<file path="src/can_fault_pkg.sv">
// Operation
// - edge count difference above three flags wire interrupted or permanently recessive
// - canh overvoltage declared after 32 us of continuous condition
// - canl overvoltage declared after 32 us of continuous condition
// - canl low and differential below -3.25 V for 1.3 ms flags canl ground short
// - differential below -3.25 V for 1.3 ms flags wires shorted together
// - canh high and differential below -3.25 V for 2.5 ms flags canh supply short
// - transmit dominant longer than 1.3 ms disables transmission
// - faults IV, VIII keep differential transmit
// - faults I, II, V, IX keep differential receive
// - overvoltage faults transmit single wire on healthy line
// - overvoltage faults receive single wire from healthy line
// - permanently recessive faults move transmit to usable line
// - wires shorted together transmit on one line only
// - wires shorted together receive from one line
// - permanently dominant faults receive from one line
// - protocol dominant fault keeps receiving normally
// - any fault sets error flag and stores its type code
// - sleep exits on local wake or bus dominant
// - bus wake needs dominant of at least 22 us
// - three dominant to recessive edges again recover an interrupted wire
// - fail safe released once transmit goes recessive, about 4 us
package can_fault_pkg;

    localparam int CLK_HZ        = 10_000_000;
    localparam int OV_TIME_US    = 32;
    localparam int SHORT_TIME_NS = 1_300_000;
    localparam int VDD_TIME_NS   = 2_500_000;
    localparam int FAILTX_NS     = 1_300_000;
    localparam int WAKE_TIME_US  = 22;
    localparam int RECOV_TIME_US = 4;
    localparam int OV_CYC     = OV_TIME_US * (CLK_HZ / 1_000_000);
    localparam int SHORT_CYC  = SHORT_TIME_NS / (1_000_000_000 / CLK_HZ);
    localparam int VDD_CYC    = VDD_TIME_NS / (1_000_000_000 / CLK_HZ);
    localparam int FAILTX_CYC = FAILTX_NS / (1_000_000_000 / CLK_HZ);
    localparam int WAKE_CYC   = WAKE_TIME_US * (CLK_HZ / 1_000_000);
    localparam int RECOV_CYC  = RECOV_TIME_US * (CLK_HZ / 1_000_000);
    localparam int EDGE_LIMIT  = 3;
    localparam int EDGE_RECOV  = 3;

    // fault type codes, one to ten, zero for none
    localparam logic [3:0] FT_NONE = 4'h0;
    localparam logic [3:0] FT_I    = 4'h1;
    localparam logic [3:0] FT_II   = 4'h2;
    localparam logic [3:0] FT_III  = 4'h3;
    localparam logic [3:0] FT_IV   = 4'h4;
    localparam logic [3:0] FT_V    = 4'h5;
    localparam logic [3:0] FT_VI   = 4'h6;
    localparam logic [3:0] FT_VII  = 4'h7;
    localparam logic [3:0] FT_VIII = 4'h8;
    localparam logic [3:0] FT_IX   = 4'h9;
    localparam logic [3:0] FT_X    = 4'ha;

    // analog comparator outputs from the bus front end
    typedef struct packed {
        logic canh_dom;      // canh dominant level
        logic canl_dom;      // canl dominant level
        logic canh_ov;       // canh above 7.2 V
        logic canl_ov;       // canl above 7.2 V
        logic canl_low;      // canl below 3.1 V
        logic diff_neg;      // canh minus canl below -3.25 V
        logic canh_high;     // canh above 1.8 V
    } bus_comp_t;

    // driver and receiver path selection
    typedef struct packed {
        logic drive_h;       // canh driver enabled
        logic drive_l;       // canl driver enabled
        logic rx_diff;       // differential receiver selected
        logic rx_from_h;     // single wire receive from canh
    } path_sel_t;

    typedef enum logic [1:0] {
        PATH_DIFF,
        PATH_H_ONLY,
        PATH_L_ONLY
    } path_mode_t;

endpackage : can_fault_pkg

</file>
<file path="src/can_bus_fault_manager.sv">
`timescale 1ns/1ps
// ************************************************************
// fault supervision and path routing of the bus transceiver
// ************************************************************
module can_bus_fault_manager #(
    parameter int SHORT_CYCLES  = can_fault_pkg::SHORT_CYC,
    parameter int VDD_CYCLES    = can_fault_pkg::VDD_CYC,
    parameter int FAILTX_CYCLES = can_fault_pkg::FAILTX_CYC
) (
    input  wire logic                     clock,
    input  wire logic                     sys_rst,
    input  wire can_fault_pkg::bus_comp_t comp_in,
    input  wire logic                     tx_data_n,
    input  wire logic                     sleep_req,
    input  wire logic                     local_wake,
    input  wire logic                     err_clear,
    output logic                          rx_data_n,
    output can_fault_pkg::path_sel_t      path,
    output logic                          operating,
    output logic                          wake_event,
    output logic                          err_flag,
    output logic [3:0]                    err_type
);
    // ********************************************************
    // input synchronisers
    // ********************************************************
    can_fault_pkg::bus_comp_t comp_meta;
    can_fault_pkg::bus_comp_t comp;
    logic                     tx_meta;
    logic                     tx_n;

    // two flip-flops on every comparator level and on transmit data
    always_ff @(posedge clock)
    begin
        if (sys_rst)
        begin
            comp_meta <= '0;
            comp      <= '0;
            tx_meta   <= 1'b1;
            tx_n      <= 1'b1;
        end
        else
        begin
            comp_meta <= comp_in;
            comp      <= comp_meta;
            tx_meta   <= tx_data_n;
            tx_n      <= tx_meta;
        end
    end

    // ********************************************************
    // persistence timers
    // ********************************************************
    logic ov_h;
    logic ov_l;
    logic gnd_l;
    logic wires_short;
    logic vdd_h;
    logic tx_stuck;
    logic wake_dom;

    persist_timer #(.COUNT(can_fault_pkg::OV_CYC)) u_ov_h (
        .clock   (clock),
        .sys_rst (sys_rst),
        .cond    (comp.canh_ov),
        .expired (ov_h)
    );
    persist_timer #(.COUNT(can_fault_pkg::OV_CYC)) u_ov_l (
        .clock   (clock),
        .sys_rst (sys_rst),
        .cond    (comp.canl_ov),
        .expired (ov_l)
    );
    persist_timer #(.COUNT(SHORT_CYCLES)) u_gnd_l (
        .clock   (clock),
        .sys_rst (sys_rst),
        .cond    (comp.canl_low && comp.diff_neg),
        .expired (gnd_l)
    );
    persist_timer #(.COUNT(SHORT_CYCLES)) u_short (
        .clock   (clock),
        .sys_rst (sys_rst),
        .cond    (comp.diff_neg && !comp.canl_low && !comp.canh_high),
        .expired (wires_short)
    );
    persist_timer #(.COUNT(VDD_CYCLES)) u_vdd_h (
        .clock   (clock),
        .sys_rst (sys_rst),
        .cond    (comp.canh_high && comp.diff_neg),
        .expired (vdd_h)
    );
    persist_timer #(.COUNT(FAILTX_CYCLES)) u_tx_stuck (
        .clock   (clock),
        .sys_rst (sys_rst),
        .cond    (operating && !tx_n),
        .expired (tx_stuck)
    );
    persist_timer #(.COUNT(can_fault_pkg::WAKE_CYC)) u_wake (
        .clock   (clock),
        .sys_rst (sys_rst),
        .cond    (!operating && (comp.canh_dom || comp.canl_dom)),
        .expired (wake_dom)
    );

    // ********************************************************
    // edge counting per wire
    // ********************************************************
    logic       h_prev;
    logic       l_prev;
    logic [2:0] h_edges;
    logic [2:0] l_edges;
    logic       h_fall;
    logic       l_fall;
    logic       h_lost;
    logic       l_lost;
    logic [1:0] h_recov;
    logic [1:0] l_recov;

    assign h_fall = h_prev && !comp.canh_dom;
    assign l_fall = l_prev && !comp.canl_dom;

    // saturating increment used on both counters
    function automatic logic [2:0] sat_inc(input logic [2:0] v);
        sat_inc = (v == 3'h7) ? v : v + 3'h1;
    endfunction : sat_inc

    // dominant to recessive edges on each wire; matched edges clear both
    always_ff @(posedge clock)
    begin
        if (sys_rst)
        begin
            h_prev  <= 1'b0;
            l_prev  <= 1'b0;
            h_edges <= 3'h0;
            l_edges <= 3'h0;
        end
        else
        begin
            h_prev <= comp.canh_dom;
            l_prev <= comp.canl_dom;
            if ((h_fall && l_fall) || !operating)
            begin
                h_edges <= 3'h0;
                l_edges <= 3'h0;
            end
            else
            begin
                if (h_fall)
                    h_edges <= (l_edges != 3'h0) ? 3'h0 : sat_inc(h_edges);
                if (l_fall)
                    l_edges <= (h_edges != 3'h0) ? 3'h0 : sat_inc(l_edges);
            end
        end
    end

    // loss of a wire latched at difference above limit, cleared by fresh edges
    always_ff @(posedge clock)
    begin
        if (sys_rst)
        begin
            h_lost  <= 1'b0;
            l_lost  <= 1'b0;
            h_recov <= 2'h0;
            l_recov <= 2'h0;
        end
        else
        begin
            if (32'(l_edges) > can_fault_pkg::EDGE_LIMIT)
                h_lost <= 1'b1;
            else if (h_lost && h_fall)
            begin
                h_recov <= h_recov + 2'h1;
                if (32'(h_recov) + 1 >= can_fault_pkg::EDGE_RECOV)
                begin
                    h_lost  <= 1'b0;
                    h_recov <= 2'h0;
                end
            end
            if (32'(h_edges) > can_fault_pkg::EDGE_LIMIT)
                l_lost <= 1'b1;
            else if (l_lost && l_fall)
            begin
                l_recov <= l_recov + 2'h1;
                if (32'(l_recov) + 1 >= can_fault_pkg::EDGE_RECOV)
                begin
                    l_lost  <= 1'b0;
                    l_recov <= 2'h0;
                end
            end
        end
    end

    // ********************************************************
    // fail safe and mode control
    // ********************************************************
    logic       tx_block;
    logic [5:0] recov_cnt;

    // stuck transmit blocks drivers until transmit has been recessive for RECOV_CYC cycles in a row
    always_ff @(posedge clock)
    begin
        if (sys_rst)
        begin
            tx_block  <= 1'b0;
            recov_cnt <= 6'h0;
        end
        else if (tx_stuck)
        begin
            tx_block  <= 1'b1;
            recov_cnt <= 6'h0;
        end
        else if (tx_block && tx_n)
        begin
            recov_cnt <= recov_cnt + 6'h1;
            if (32'(recov_cnt) + 1 >= can_fault_pkg::RECOV_CYC)
                tx_block <= 1'b0;
        end
        else
            recov_cnt <= 6'h0;
    end

    // sleep entered on request, left on local or bus wake
    always_ff @(posedge clock)
    begin
        if (sys_rst)
        begin
            operating  <= 1'b1;
            wake_event <= 1'b0;
        end
        else
        begin
            wake_event <= 1'b0;
            if (operating && sleep_req)
                operating <= 1'b0;
            else if (!operating && (local_wake || wake_dom))
            begin
                operating  <= 1'b1;
                wake_event <= 1'b1;
            end
        end
    end

    // ********************************************************
    // path routing
    // ********************************************************
    can_fault_pkg::path_mode_t tx_mode;
    can_fault_pkg::path_mode_t rx_mode;

    // transmit path; IV, VIII and X leave it differential
    always_comb
    begin
        if (ov_h || h_lost)
            tx_mode = can_fault_pkg::PATH_L_ONLY;
        else if (ov_l || l_lost || wires_short)
            tx_mode = can_fault_pkg::PATH_H_ONLY;
        else
            tx_mode = can_fault_pkg::PATH_DIFF;
    end

    // receive path; I, II, V, IX and X leave it differential
    always_comb
    begin
        if (ov_h || vdd_h)
            rx_mode = can_fault_pkg::PATH_L_ONLY;
        else if (ov_l || gnd_l || wires_short)
            rx_mode = can_fault_pkg::PATH_H_ONLY;
        else
            rx_mode = can_fault_pkg::PATH_DIFF;
    end

    // registered driver enables and receive data
    always_ff @(posedge clock)
    begin
        if (sys_rst)
        begin
            path      <= '{1'b0, 1'b0, 1'b1, 1'b1};
            rx_data_n <= 1'b1;
        end
        else
        begin
            path.drive_h   <= operating && !tx_block && !tx_n
                              && tx_mode != can_fault_pkg::PATH_L_ONLY;
            path.drive_l   <= operating && !tx_block && !tx_n
                              && tx_mode != can_fault_pkg::PATH_H_ONLY;
            path.rx_diff   <= (rx_mode == can_fault_pkg::PATH_DIFF);
            path.rx_from_h <= (rx_mode != can_fault_pkg::PATH_L_ONLY);
            unique case (rx_mode)
                can_fault_pkg::PATH_DIFF:   rx_data_n <= !(comp.canh_dom || comp.canl_dom);
                can_fault_pkg::PATH_H_ONLY: rx_data_n <= !comp.canh_dom;
                can_fault_pkg::PATH_L_ONLY: rx_data_n <= !comp.canl_dom;
            endcase
        end
    end

    // ********************************************************
    // error record
    // ********************************************************
    logic [3:0] next_type;

    // priority encode the active fault
    always_comb
    begin
        next_type = can_fault_pkg::FT_NONE;
        if (tx_stuck)          next_type = can_fault_pkg::FT_X;
        else if (ov_h)         next_type = can_fault_pkg::FT_III;
        else if (ov_l)         next_type = can_fault_pkg::FT_VI;
        else if (vdd_h)        next_type = can_fault_pkg::FT_VIII;
        else if (gnd_l)        next_type = can_fault_pkg::FT_IV;
        else if (wires_short)  next_type = can_fault_pkg::FT_VII;
        else if (h_lost)
            next_type = comp.canh_dom ? can_fault_pkg::FT_I : can_fault_pkg::FT_V;
        else if (l_lost)
            next_type = comp.canl_dom ? can_fault_pkg::FT_II : can_fault_pkg::FT_IX;
    end

    // flag and type kept until cleared; a new fault wins over clear
    always_ff @(posedge clock)
    begin
        if (sys_rst)
        begin
            err_flag <= 1'b0;
            err_type <= can_fault_pkg::FT_NONE;
        end
        else if (next_type != can_fault_pkg::FT_NONE)
        begin
            err_flag <= 1'b1;
            err_type <= next_type;
        end
        else if (err_clear)
        begin
            err_flag <= 1'b0;
            err_type <= can_fault_pkg::FT_NONE;
        end
    end
endmodule : can_bus_fault_manager

</file>
<file path="src/persist_timer.sv">
`timescale 1ns/1ps
// ************************************************************
// persistence timer
// ************************************************************
module persist_timer #(
    parameter int COUNT = 16
) (
    input  wire logic clock,
    input  wire logic sys_rst,
    input  wire logic cond,
    output logic      expired
);
    localparam int W = $clog2(COUNT + 1);
    logic [W-1:0] count;

    // count while the condition holds, restart when it drops
    always_ff @(posedge clock)
    begin
        if (sys_rst || !cond)
            count <= '0;
        else if (count != W'(COUNT))
            count <= count + W'(1);
    end

    assign expired = cond && (count == W'(COUNT));
endmodule : persist_timer
</file>
<file path="config.mk">
export PLATFORM = sky130hd
export DESIGN_NAME = can_bus_fault_manager
export DESIGN_NICKNAME = d
export VERILOG_FILES = /design/src/can_fault_pkg.sv /design/src/can_bus_fault_manager.sv /design/src/persist_timer.sv
export SDC_FILE = /design/constraint.sdc
export NUM_CORES = 1
export LEC_CHECK = 0
export BUFFER_PORTS_ARGS = -buffer_cell sky130_fd_sc_hd__clkbuf_2
export CORE_UTILIZATION = 40
export CTS_BUF_LIST = sky130_fd_sc_hd__clkbuf_4
export DETAILED_ROUTE_END_ITERATION = 8
export GPL_TIMING_DRIVEN = 0
export RECOVER_POWER = 100
export SYNTH_ARGS = -nofsm -noshare
export SYNTH_HDL_FRONTEND = slang
export SYNTH_SLANG_ARGS = --single-unit
</file>
<file path="constraint.sdc">
create_clock -name clock -period 2.4 [get_ports clock]
set_input_delay 0.24 -clock clock [delete_from_list [all_inputs] [get_ports clock]]
set_output_delay 0.24 -clock clock [all_outputs]
set_load 0.05 [all_outputs]
</file>
### Word level (Yosys, flattened, before mapping)

Cells that the tools add are included.

* add/sub/neg operators: 15
* $lt $le $gt $ge: 5
* equality and inequality tests: 23
* mux-type cells: 37
* bitwise logic cells: 3
* reduce and logical (&&, ||, !) cells: 78

Operators by type and width (number)
* 2-to-1 mux 4 bit: 11
* adder 14 x 1 -> 14 bit (second input constant): 3
* == test 14 bit (second input constant): 3
* != test 14 bit (second input constant): 3
* logical AND 1 bit: 25
* adder 9 x 1 -> 9 bit (second input constant): 2
* == test 9 bit (second input constant): 2
* != test 9 bit (second input constant): 2
* logical OR 1 bit: 16
* 2-to-1 mux 1 bit: 16
* nonzero test 2 bit: 8
* adder 15 x 1 -> 15 bit (second input constant): 1
* == test 15 bit (second input constant): 1
* zero test 1 bit: 15
* 2-to-1 mux 3 bit: 5
* != test 15 bit (second input constant): 1
* AND reduction 2 bit: 7
* adder 8 x 1 -> 8 bit (second input constant): 1
* == test 8 bit (second input constant): 1
* 2-to-1 mux 2 bit: 4
* != test 2 bit (second input constant): 4
* != test 8 bit (second input constant): 1
* adder 6 x 1 -> 7 bit (second input constant): 1
* >= comparator 7 x 6 -> 1 bit (second input constant): 1
* 17 further kinds: 27

* flip-flop bits (word level): 132
* bits of input ports: 13
* output and inout port bits: 12
* logic and storage cells: 203

### Longest topological paths before layout

Gate-level depths: netlist (run 1).

* depth in word-level cells: 12
* mapped depth: 9
* depth with buffers taken out: 8

### By module

A second synthesis (run 1) with hierarchy kept.

* cell total of the unflattened synthesis: 713
* area, all modules: 6369.9 µm²

Modules (own cells, without submodules)
* can_bus_fault_manager: instances 1, cells an instance 222, area each 2033.2 µm²
* persist_timer at u_gnd_l ...: instances 2, cells an instance 86, area each 759.5 µm²
* persist_timer at u_ov_h ...: instances 2, cells an instance 51, area each 449.2 µm²
* persist_timer at u_vdd_h: instances 1, cells an instance 88, area each 787.0 µm²
* persist_timer at u_tx_stuck: instances 1, cells an instance 84, area each 733.2 µm²
* persist_timer at u_wake: instances 1, cells an instance 45, area each 399.1 µm²

### Worst setup path before layout (run 1)

No wires, ideal clock.

* kind: flip-flop to flip-flop
* start point: register u_short.count[0]
* end point: register err_flag
* arrival: 2304 ps
* required time: 2285 ps
* path slack: -19 ps
* stages on the path, launching flop included: 10
* buffers on the path: 1
* period minus slack after synthesis: 2419 ps
* path through: dfxtp_1 inv_1 ha_1 or4bb_1 or4_1 buf_2 or2_4 a31oi_1 nand3_2 o21a_1

* longest elaborated chain between the ends: 10
* elaborated cells between the ends (all ways): 11
* those cells by class: eq/ne (1); mux (7); reduce/logical (3)

RTL lines
* start: declaration: line persist_timer.sv:14 `logic [W-1:0] count;`
* start signal: assignment: line persist_timer.sv:22 `count <= count + W'(1);`
* == test 14 bit (*): line persist_timer.sv:25 `assign expired = cond && (count == W'(COUNT));`
* logical AND 1 bit (*): line persist_timer.sv:25
* 2-to-1 mux 4 bit (*): line can_bus_fault_manager.sv:309 `else if (wires_short) next_type = can_fault_pkg::FT_VII;`
* 2-to-1 mux 4 bit (*): line can_bus_fault_manager.sv:308 `else if (gnd_l) next_type = can_fault_pkg::FT_IV;`
* 2-to-1 mux 4 bit (*): line can_bus_fault_manager.sv:307 `else if (vdd_h) next_type = can_fault_pkg::FT_VIII;`
* 2-to-1 mux 4 bit (*): line can_bus_fault_manager.sv:306 `else if (ov_l) next_type = can_fault_pkg::FT_VI;`
* 2-to-1 mux 4 bit (*): line can_bus_fault_manager.sv:305 `else if (ov_h) next_type = can_fault_pkg::FT_III;`
* 2-to-1 mux 4 bit (*): line can_bus_fault_manager.sv:304 `if (tx_stuck) next_type = can_fault_pkg::FT_X;`
* nonzero test 4 bit (*): line can_bus_fault_manager.sv:324 `else if (next_type != can_fault_pkg::FT_NONE)`
* 2-to-1 mux 1 bit or nonzero test 2 bit (tied branches)
* end signal: assignment: line can_bus_fault_manager.sv:321 `err_flag <= 1'b0;`
* end signal: assignment: line can_bus_fault_manager.sv:326 `err_flag <= 1'b1;`
* end signal: assignment: line can_bus_fault_manager.sv:331 `err_flag <= 1'b0;`
* end: declaration: line can_bus_fault_manager.sv:21 `output logic err_flag,`

Every way passes the cells marked *; elsewhere a longest branch is shown, timed or not.
A chain may end at the register's enable or synchronous reset.

### Final worst setup path (run 1)

* start point: register u_short.count[2]
* end point: register err_type[1]

* longest elaborated chain between the ends: 10
* elaborated cells between the ends (all ways): 11
* those cells by class: eq/ne (1); mux (7); reduce/logical (3)

RTL lines
* == test 14 bit (*): line persist_timer.sv:25
* logical AND 1 bit (*): line persist_timer.sv:25
* 2-to-1 mux 4 bit (*): line can_bus_fault_manager.sv:309
* 2-to-1 mux 4 bit (*): line can_bus_fault_manager.sv:308
* 2-to-1 mux 4 bit (*): line can_bus_fault_manager.sv:307
* 2-to-1 mux 4 bit (*): line can_bus_fault_manager.sv:306
* 2-to-1 mux 4 bit (*): line can_bus_fault_manager.sv:305
* 2-to-1 mux 4 bit (*): line can_bus_fault_manager.sv:304
* nonzero test 4 bit: line can_bus_fault_manager.sv:324
* 2-to-1 mux 4 bit or nonzero test 2 bit (tied branches)
* end signal: assignment: line can_bus_fault_manager.sv:322 `err_type <= can_fault_pkg::FT_NONE;`
* end signal: assignment: line can_bus_fault_manager.sv:327 `err_type <= next_type;`
* end signal: assignment: line can_bus_fault_manager.sv:332 `err_type <= can_fault_pkg::FT_NONE;`
* end: declaration: line can_bus_fault_manager.sv:22 `output logic [3:0] err_type`

Marked as above.

==> results of run 1 <==
-- cell type report --
cell class | count | share of cell area, %
timing repair buffer | 40 | 3.89
clock inverter | 9 | 1.39
multi-input combinational | 483 | 46.0
tap | 180 | 3.46
inverter | 29 | 1.67
clock buffer | 20 | 2.31
buffer | 9 | 0.520
sequential | 132 | 40.8
-- cell families after synthesis --
family                     after synthesis  synth area share [%]
AOI/OAI and AO/OA                       72                  7.28
buffers and inverters                   39                  2.58
xor gates and xnor gates                64                  9.79
muxes                                    6                  1.09
DFF                                    132                  46.2
and+or+nand+nor                        318                  28.1
adders and majority gates               23                  5.03
-- worst max-delay path, delay by kind of cell, from the launching register on --
kind / cells / cell delay (ps)
simple gates: 3 / 1240
compound gates: 3 / 650
flops: 1 / 370
-- flip-flops by register name (all words and copies together) (netlist names), 8 cells and up --
signal / count
u_vdd_h.count: 15
u_gnd_l.count: 14
u_short.count: 14
u_tx_stuck.count: 14
u_ov_h.count: 9
u_ov_l.count: 9
u_wake.count: 8
-- routing by layer --
layer / vias up / GRT usage [%] / part of all wire, %
li1: 2343 / - / -
met1: 2117 / 20.1 / 47
met3: 12 / 4.68 / 3.4
met5: - / 0 / 0
met2: 57 / 28.7 / 49
met4: 0 / 5.32 / 1.1
-- placed cells by master (no fill, tap or decap), types with 21 or more instances in the layout --
cell type and n:
dfxtp_1 127, nor2_1 104, nand2_1 56, nand3_1 45, xor2_1 44, a21oi_1 35, inv_1 27, ha_1 22
nor2b_1 21
-- power by group through the flow --
stage / combinational, uW / sequential [uW] / clock, uW
after floorplan: 47.6 / 2280 / 0
after global placement: 89.0 / 2270 / 0
after detailed placement: 90.0 / 2270 / 0
after CTS: 106 / 2220 / 1400
after global routing: 116 / 2230 / 1500
final: 104 / 2220 / 1350
-- worst paths after layout --
kind / cells after the start / end / start
max reg2reg: 6 / err_type[1]$_SDFFE_PP0P_ / u_short.count[2]$_SDFFE_PP0P_
min reg2reg: 1 / comp[3]$_SDFF_PP0_ / comp_meta[3]$_SDFF_PP0_
max: 6 / err_type[1]$_SDFFE_PP0P_ / u_short.count[2]$_SDFFE_PP0P_
min: 4 / err_type[0]$_SDFFE_PP0P_ / err_clear
-- stage by stage --
stage	total power, uW	util [%]
after floorplan	2330	-
after global placement	2360	43.6
after detailed placement	2360	43.6
after CTS	3730	46.6
after global routing	3840	46.7
final	3680	46.7
-- synthesized netlist by cell type (all sizes together) (4+ instances only) --
cell type  count  area, um^2
dfxtp        132        2640
nor2         104         390
nand2         56         210
nand3         46         235
xor2          44         385
a21oi         35         175
inv           29         109
ha            23         288
nor2b         21         131
xnor2         20         175
and3          15        93.8
or3           15        93.8
o21ai         14        70.1
nand4         10        62.6
nand2b         8        50.1
clkbuf         7        26.3
nor3           7        35.0
or3b           5        43.8
a22oi          4        30.0
a31oi          4        25.0
mux2i          4        40.0
nor4           4        31.3
or2            4        27.5
-- timing repair --
action / CTS / global route
hold buffers: 11 / 0
endpoints found under the hold margin: 11 / 0
resized for setup: 10 / 7
buffers inserted: 4 / 1
pin swaps: 6 / 6
endpoints found under the setup margin: 6 / 5
==> impl_metrics.tcl, run 1 <==
set metrics [dict create \
    pwr-share-clk_pct 36.8 \
    async_reset_ff_share_pct 0 \
    wire_per_inst_um 12.7 \
    finish.net_count 748 \
    num_rows 43 \
    finalWirelength_mm 11.5 \
    synth_flop_cell "dfxtp_1" \
    antenna_found_initial 0 \
    cts_tree "built" \
    die_w_um 122 \
    status "completed" \
    hpwl_mm 8.27 \
    fmax_mhz 420 \
    swShare_pct 22.0 \
    instances_no_fill 902 \
    grt_pass1_wl_mm 19.5 \
    ys_warn_count 0 \
    clk_latency_ps 520 \
    synthesis.area_mm2 0.00572 \
    cp.arrival_ps 2780 \
    power.density_mw_per_mm2 566 \
    fillers 1338 \
    r2r_slack_ps 20 \
    p_sw_uw 809 \
    power.internal_uw 2870 \
    finalWorstSetupSlack_ps 17.6 \
    core-area_mm2 0.0139 \
    fin_hold_ws_ps 77.5 \
    via_per_inst 5.02 \
    seq_area_mm2 0.00265 \
    ir_drop_uv 500 \
    grt_usage_pct 16.7 \
    cp_common_cell "o211ai_1" \
    die_h_um 122 \
    clockBufferDepth 2 \
    worstPathRequired_ps 2790 \
    synth_edf_count 0 \
    port_buffers 24 \
    finClkSkew_ps 18.5 \
    cp_cell_sequence "or4b_4 -> or4_4 -> o211ai_1 -> o211ai_1 -> nand3_1 -> o22ai_1" \
    place_inst 858 \
    area_delta_synth_final_pct 13.6 \
    clock_sinks 132 \
    endpoint_kind "flop" \
    hp-class "in2reg" \
    htree_num_levels 4 \
    p_comb_share_pct 2.8 \
    yosysUniqueCellTypes 55 \
    cts_buffers 17 \
    cts_root_buffer "clkbuf_4" \
    p_leak_uw 0.00226 \
    overflow 0 \
    start_util_pct 41.1 \
    dieArea_mm2 0.0148 \
    synth_nets 690 \
    maxSlewViolCount 0 \
    period_needed_ps 2380 \
    ys_seq_elements 132 \
    start_kind "flop" \
    route.detailed.drc 0 \
    drt_iter0_drc 157 \
    synthCells 654 \
    antennaDiodeCount 0 \
    p_seq_share_pct 60.4 \
    place_ws_ps -193 \
    relSlewSlack_pct 60.0 \
    worst_pin_slew_ps 603 \
    rsz0062_at_grt "yes" \
    postPlaceCellArea_mm2 0.00608 \
    design_area_mm2 0.00650 \
    worstSetupPathType "reg2reg" \
    max_cap_viol_count 0 \
    finalHoldViolCount 0 \
    firstDrtPassIters 4 \
    max_stage_delay_ps 570 \
    critPathSlowestCell "or4_4" \
    ant_nets 0 \
    syn_area_per_cell_um2 8.75 \
    ys_seq_area_share_pct 46.2 \
    critPathMaxFanout 6 \
    fin_setup_tns_ps 0 \
    post-route-period-util_pct 99.3 \
    setup_viol 0 \
    vias 4529 \
    pin_count 25 \
    place_congestion 0.785 \
    drive_gt1_share_pct 9.70 \
    grt_start_max_net_pins 17 \
    clk_pin_slew_worst_paths_ps 110 \
    grt_pass1_vias 4351 \
    multi_input_area_mm2 0.00299 \
]
No activity file was read; power rests on OpenSTA's default activity.
==> inputs of run 2 (changes only) <==
clock period = 2.9 ns   (was 2.4 ns; I/O delays follow)
==> impl_metrics.tcl, run 2 (synthesis gave the netlist of run 1 again) <==
set metrics [dict create \
    cp.arrival_ps 3080 \
    finish.net_count 741 \
    status "completed" \
    post-route-period-util_pct 92.0 \
    ctsResizeCount 0 \
    antenna_found_initial 1 \
    overflow 0 \
    cts_buffers 17 \
    start_kind "flop" \
    ant_nets 0 \
    grt_pass1_vias 4276 \
    worstPathRequired_ps 3310 \
    finalWirelength_mm 11.3 \
    setup_viol 0 \
    max_cap_viol_count 0 \
    period_needed_ps 2670 \
    hp-class "in2reg" \
    ir_drop_uv 316 \
    power.density_mw_per_mm2 482 \
    worstSetupPathType "reg2reg" \
    grt_usage_pct 16.4 \
    dieArea_mm2 0.0148 \
    place_ws_ps 248 \
    route.detailed.drc 0 \
    final_cell_mix "dfxtp_1, nor2_1, nand2_1, nand3_1, xor2_1" \
    finClkSkew_ps 15.1 \
    clk_latency_ps 530 \
    regToRegStartpoint "u_short.count[0]$_SDFFE_PP0P_" \
    postCtsSetupRepairBufs 0 \
    wire_per_inst_um 12.6 \
    finalWorstSetupSlack_ps 233 \
    fmax_mhz 375 \
    clockBufferDepth 2 \
    grt_start_max_net_pins 17 \
    clk_pin_slew_worst_paths_ps 110 \
    start_util_pct 41.1 \
    endpoint_kind "flop" \
    finalHoldViolCount 0 \
    die_h_um 122 \
    largest-register "u_vdd_h.count" \
    relSlewSlack_pct 42.1 \
    via_per_inst 5.03 \
    maxSlewViolCount 0 \
    worstSetupStartpoint "u_short.count[0]$_SDFFE_PP0P_" \
    vias 4520 \
    mostFrequentLayoutCell "dfxtp_1" \
    firstDrtPassIters 4 \
    grt_pass1_wl_mm 18.9 \
    p_leak_uw 0.00218 \
    cts_root_buffer "clkbuf_4" \
    holdCritStartpoint "sleep_req" \
    hold_buffers 8 \
    pin_count 25 \
    clock_sinks 132 \
    rsz0062_at_grt "no" \
    postLayoutCoreUtil_pct 45.9 \
    hpwl_mm 8.25 \
    port_buffers 24 \
    place_congestion 0.796 \
    htree_num_levels 4 \
    drive_gt1_share_pct 7.80 \
    critPathMaxFanout 7 \
    cts_tree "built" \
    die_w_um 122 \
    worst_pin_slew_ps 861 \
    num_rows 43 \
    largest_reg_flops 15 \
    drt_iter0_drc 285 \
    fin_setup_tns_ps 0 \
    core-area_mm2 0.0139 \
    area_delta_synth_final_pct 11.8 \
]
## run 2: layer usage
metal	wire, um	track usage, %	up-vias	share of wire (%)
met5	0	0	-	0
met4	125	5.94	0	1.1
met3	443	5.20	9	3.9
met2	5420	27.5	61	48
met1	5310	19.5	2112	47
li1	-	-	2338	-
## run 2: cell type report
cell class	instances	area, um^2
Fill cell	1371	7530
Multi-Input combinational cell	483	2930
Sequential cell	132	2640
Tap cell	180	225
Timing Repair Buffer	32	184
Clock inverter	15	141
Clock buffer	17	128
Inverter	29	109
Buffer	10	38.8
Antenna cell	1	2.50
## run 2: path summary, 6_finish.rpt
| kind | cells past startpoint | to | slack, ps |
|---|---|---|---|
| min reg2reg | 1 | comp[5]$_SDFF_PP0_ | 440 |
| max reg2reg | 9 | err_type[1]$_SDFFE_PP0P_ | 230 |
| max | 9 | err_type[1]$_SDFFE_PP0P_ | 230 |
| min | 3 | operating$_SDFFE_PP1P_ | 70 |
## run 2: power breakdown
| group | internal, uW | switching [uW] |
|---|---|---|
| combinational | 32.3 | 48.8 |
| sequential | 1830 | 11.7 |
| clock | 497 | 668 |
## run 2: worst max-delay path: stages (launching register included)
cell	delay, ps
dfxtp_1	360
inv_1	70
ha_1	140
or4bb_1	460
or4_1	480
buf_2	180
or2_0	260
a311o_1	370
nand3_2	130
o22ai_1	100
## run 2: per-stage QoR
stage / power (uW) / hold WS (ps) / cell area, um^2 / cells
floorplan: 1930 / 373 / 5720 / 654
global placement: 1950 / 411 / 6070 / 858
detailed placement: 1960 / 417 / 6070 / 858
CTS: 3140 / 12.0 / 6420 / 898
global route: 3240 / 30.1 / 6400 / 899
finish: 3090 / 73.4 / 6400 / 899
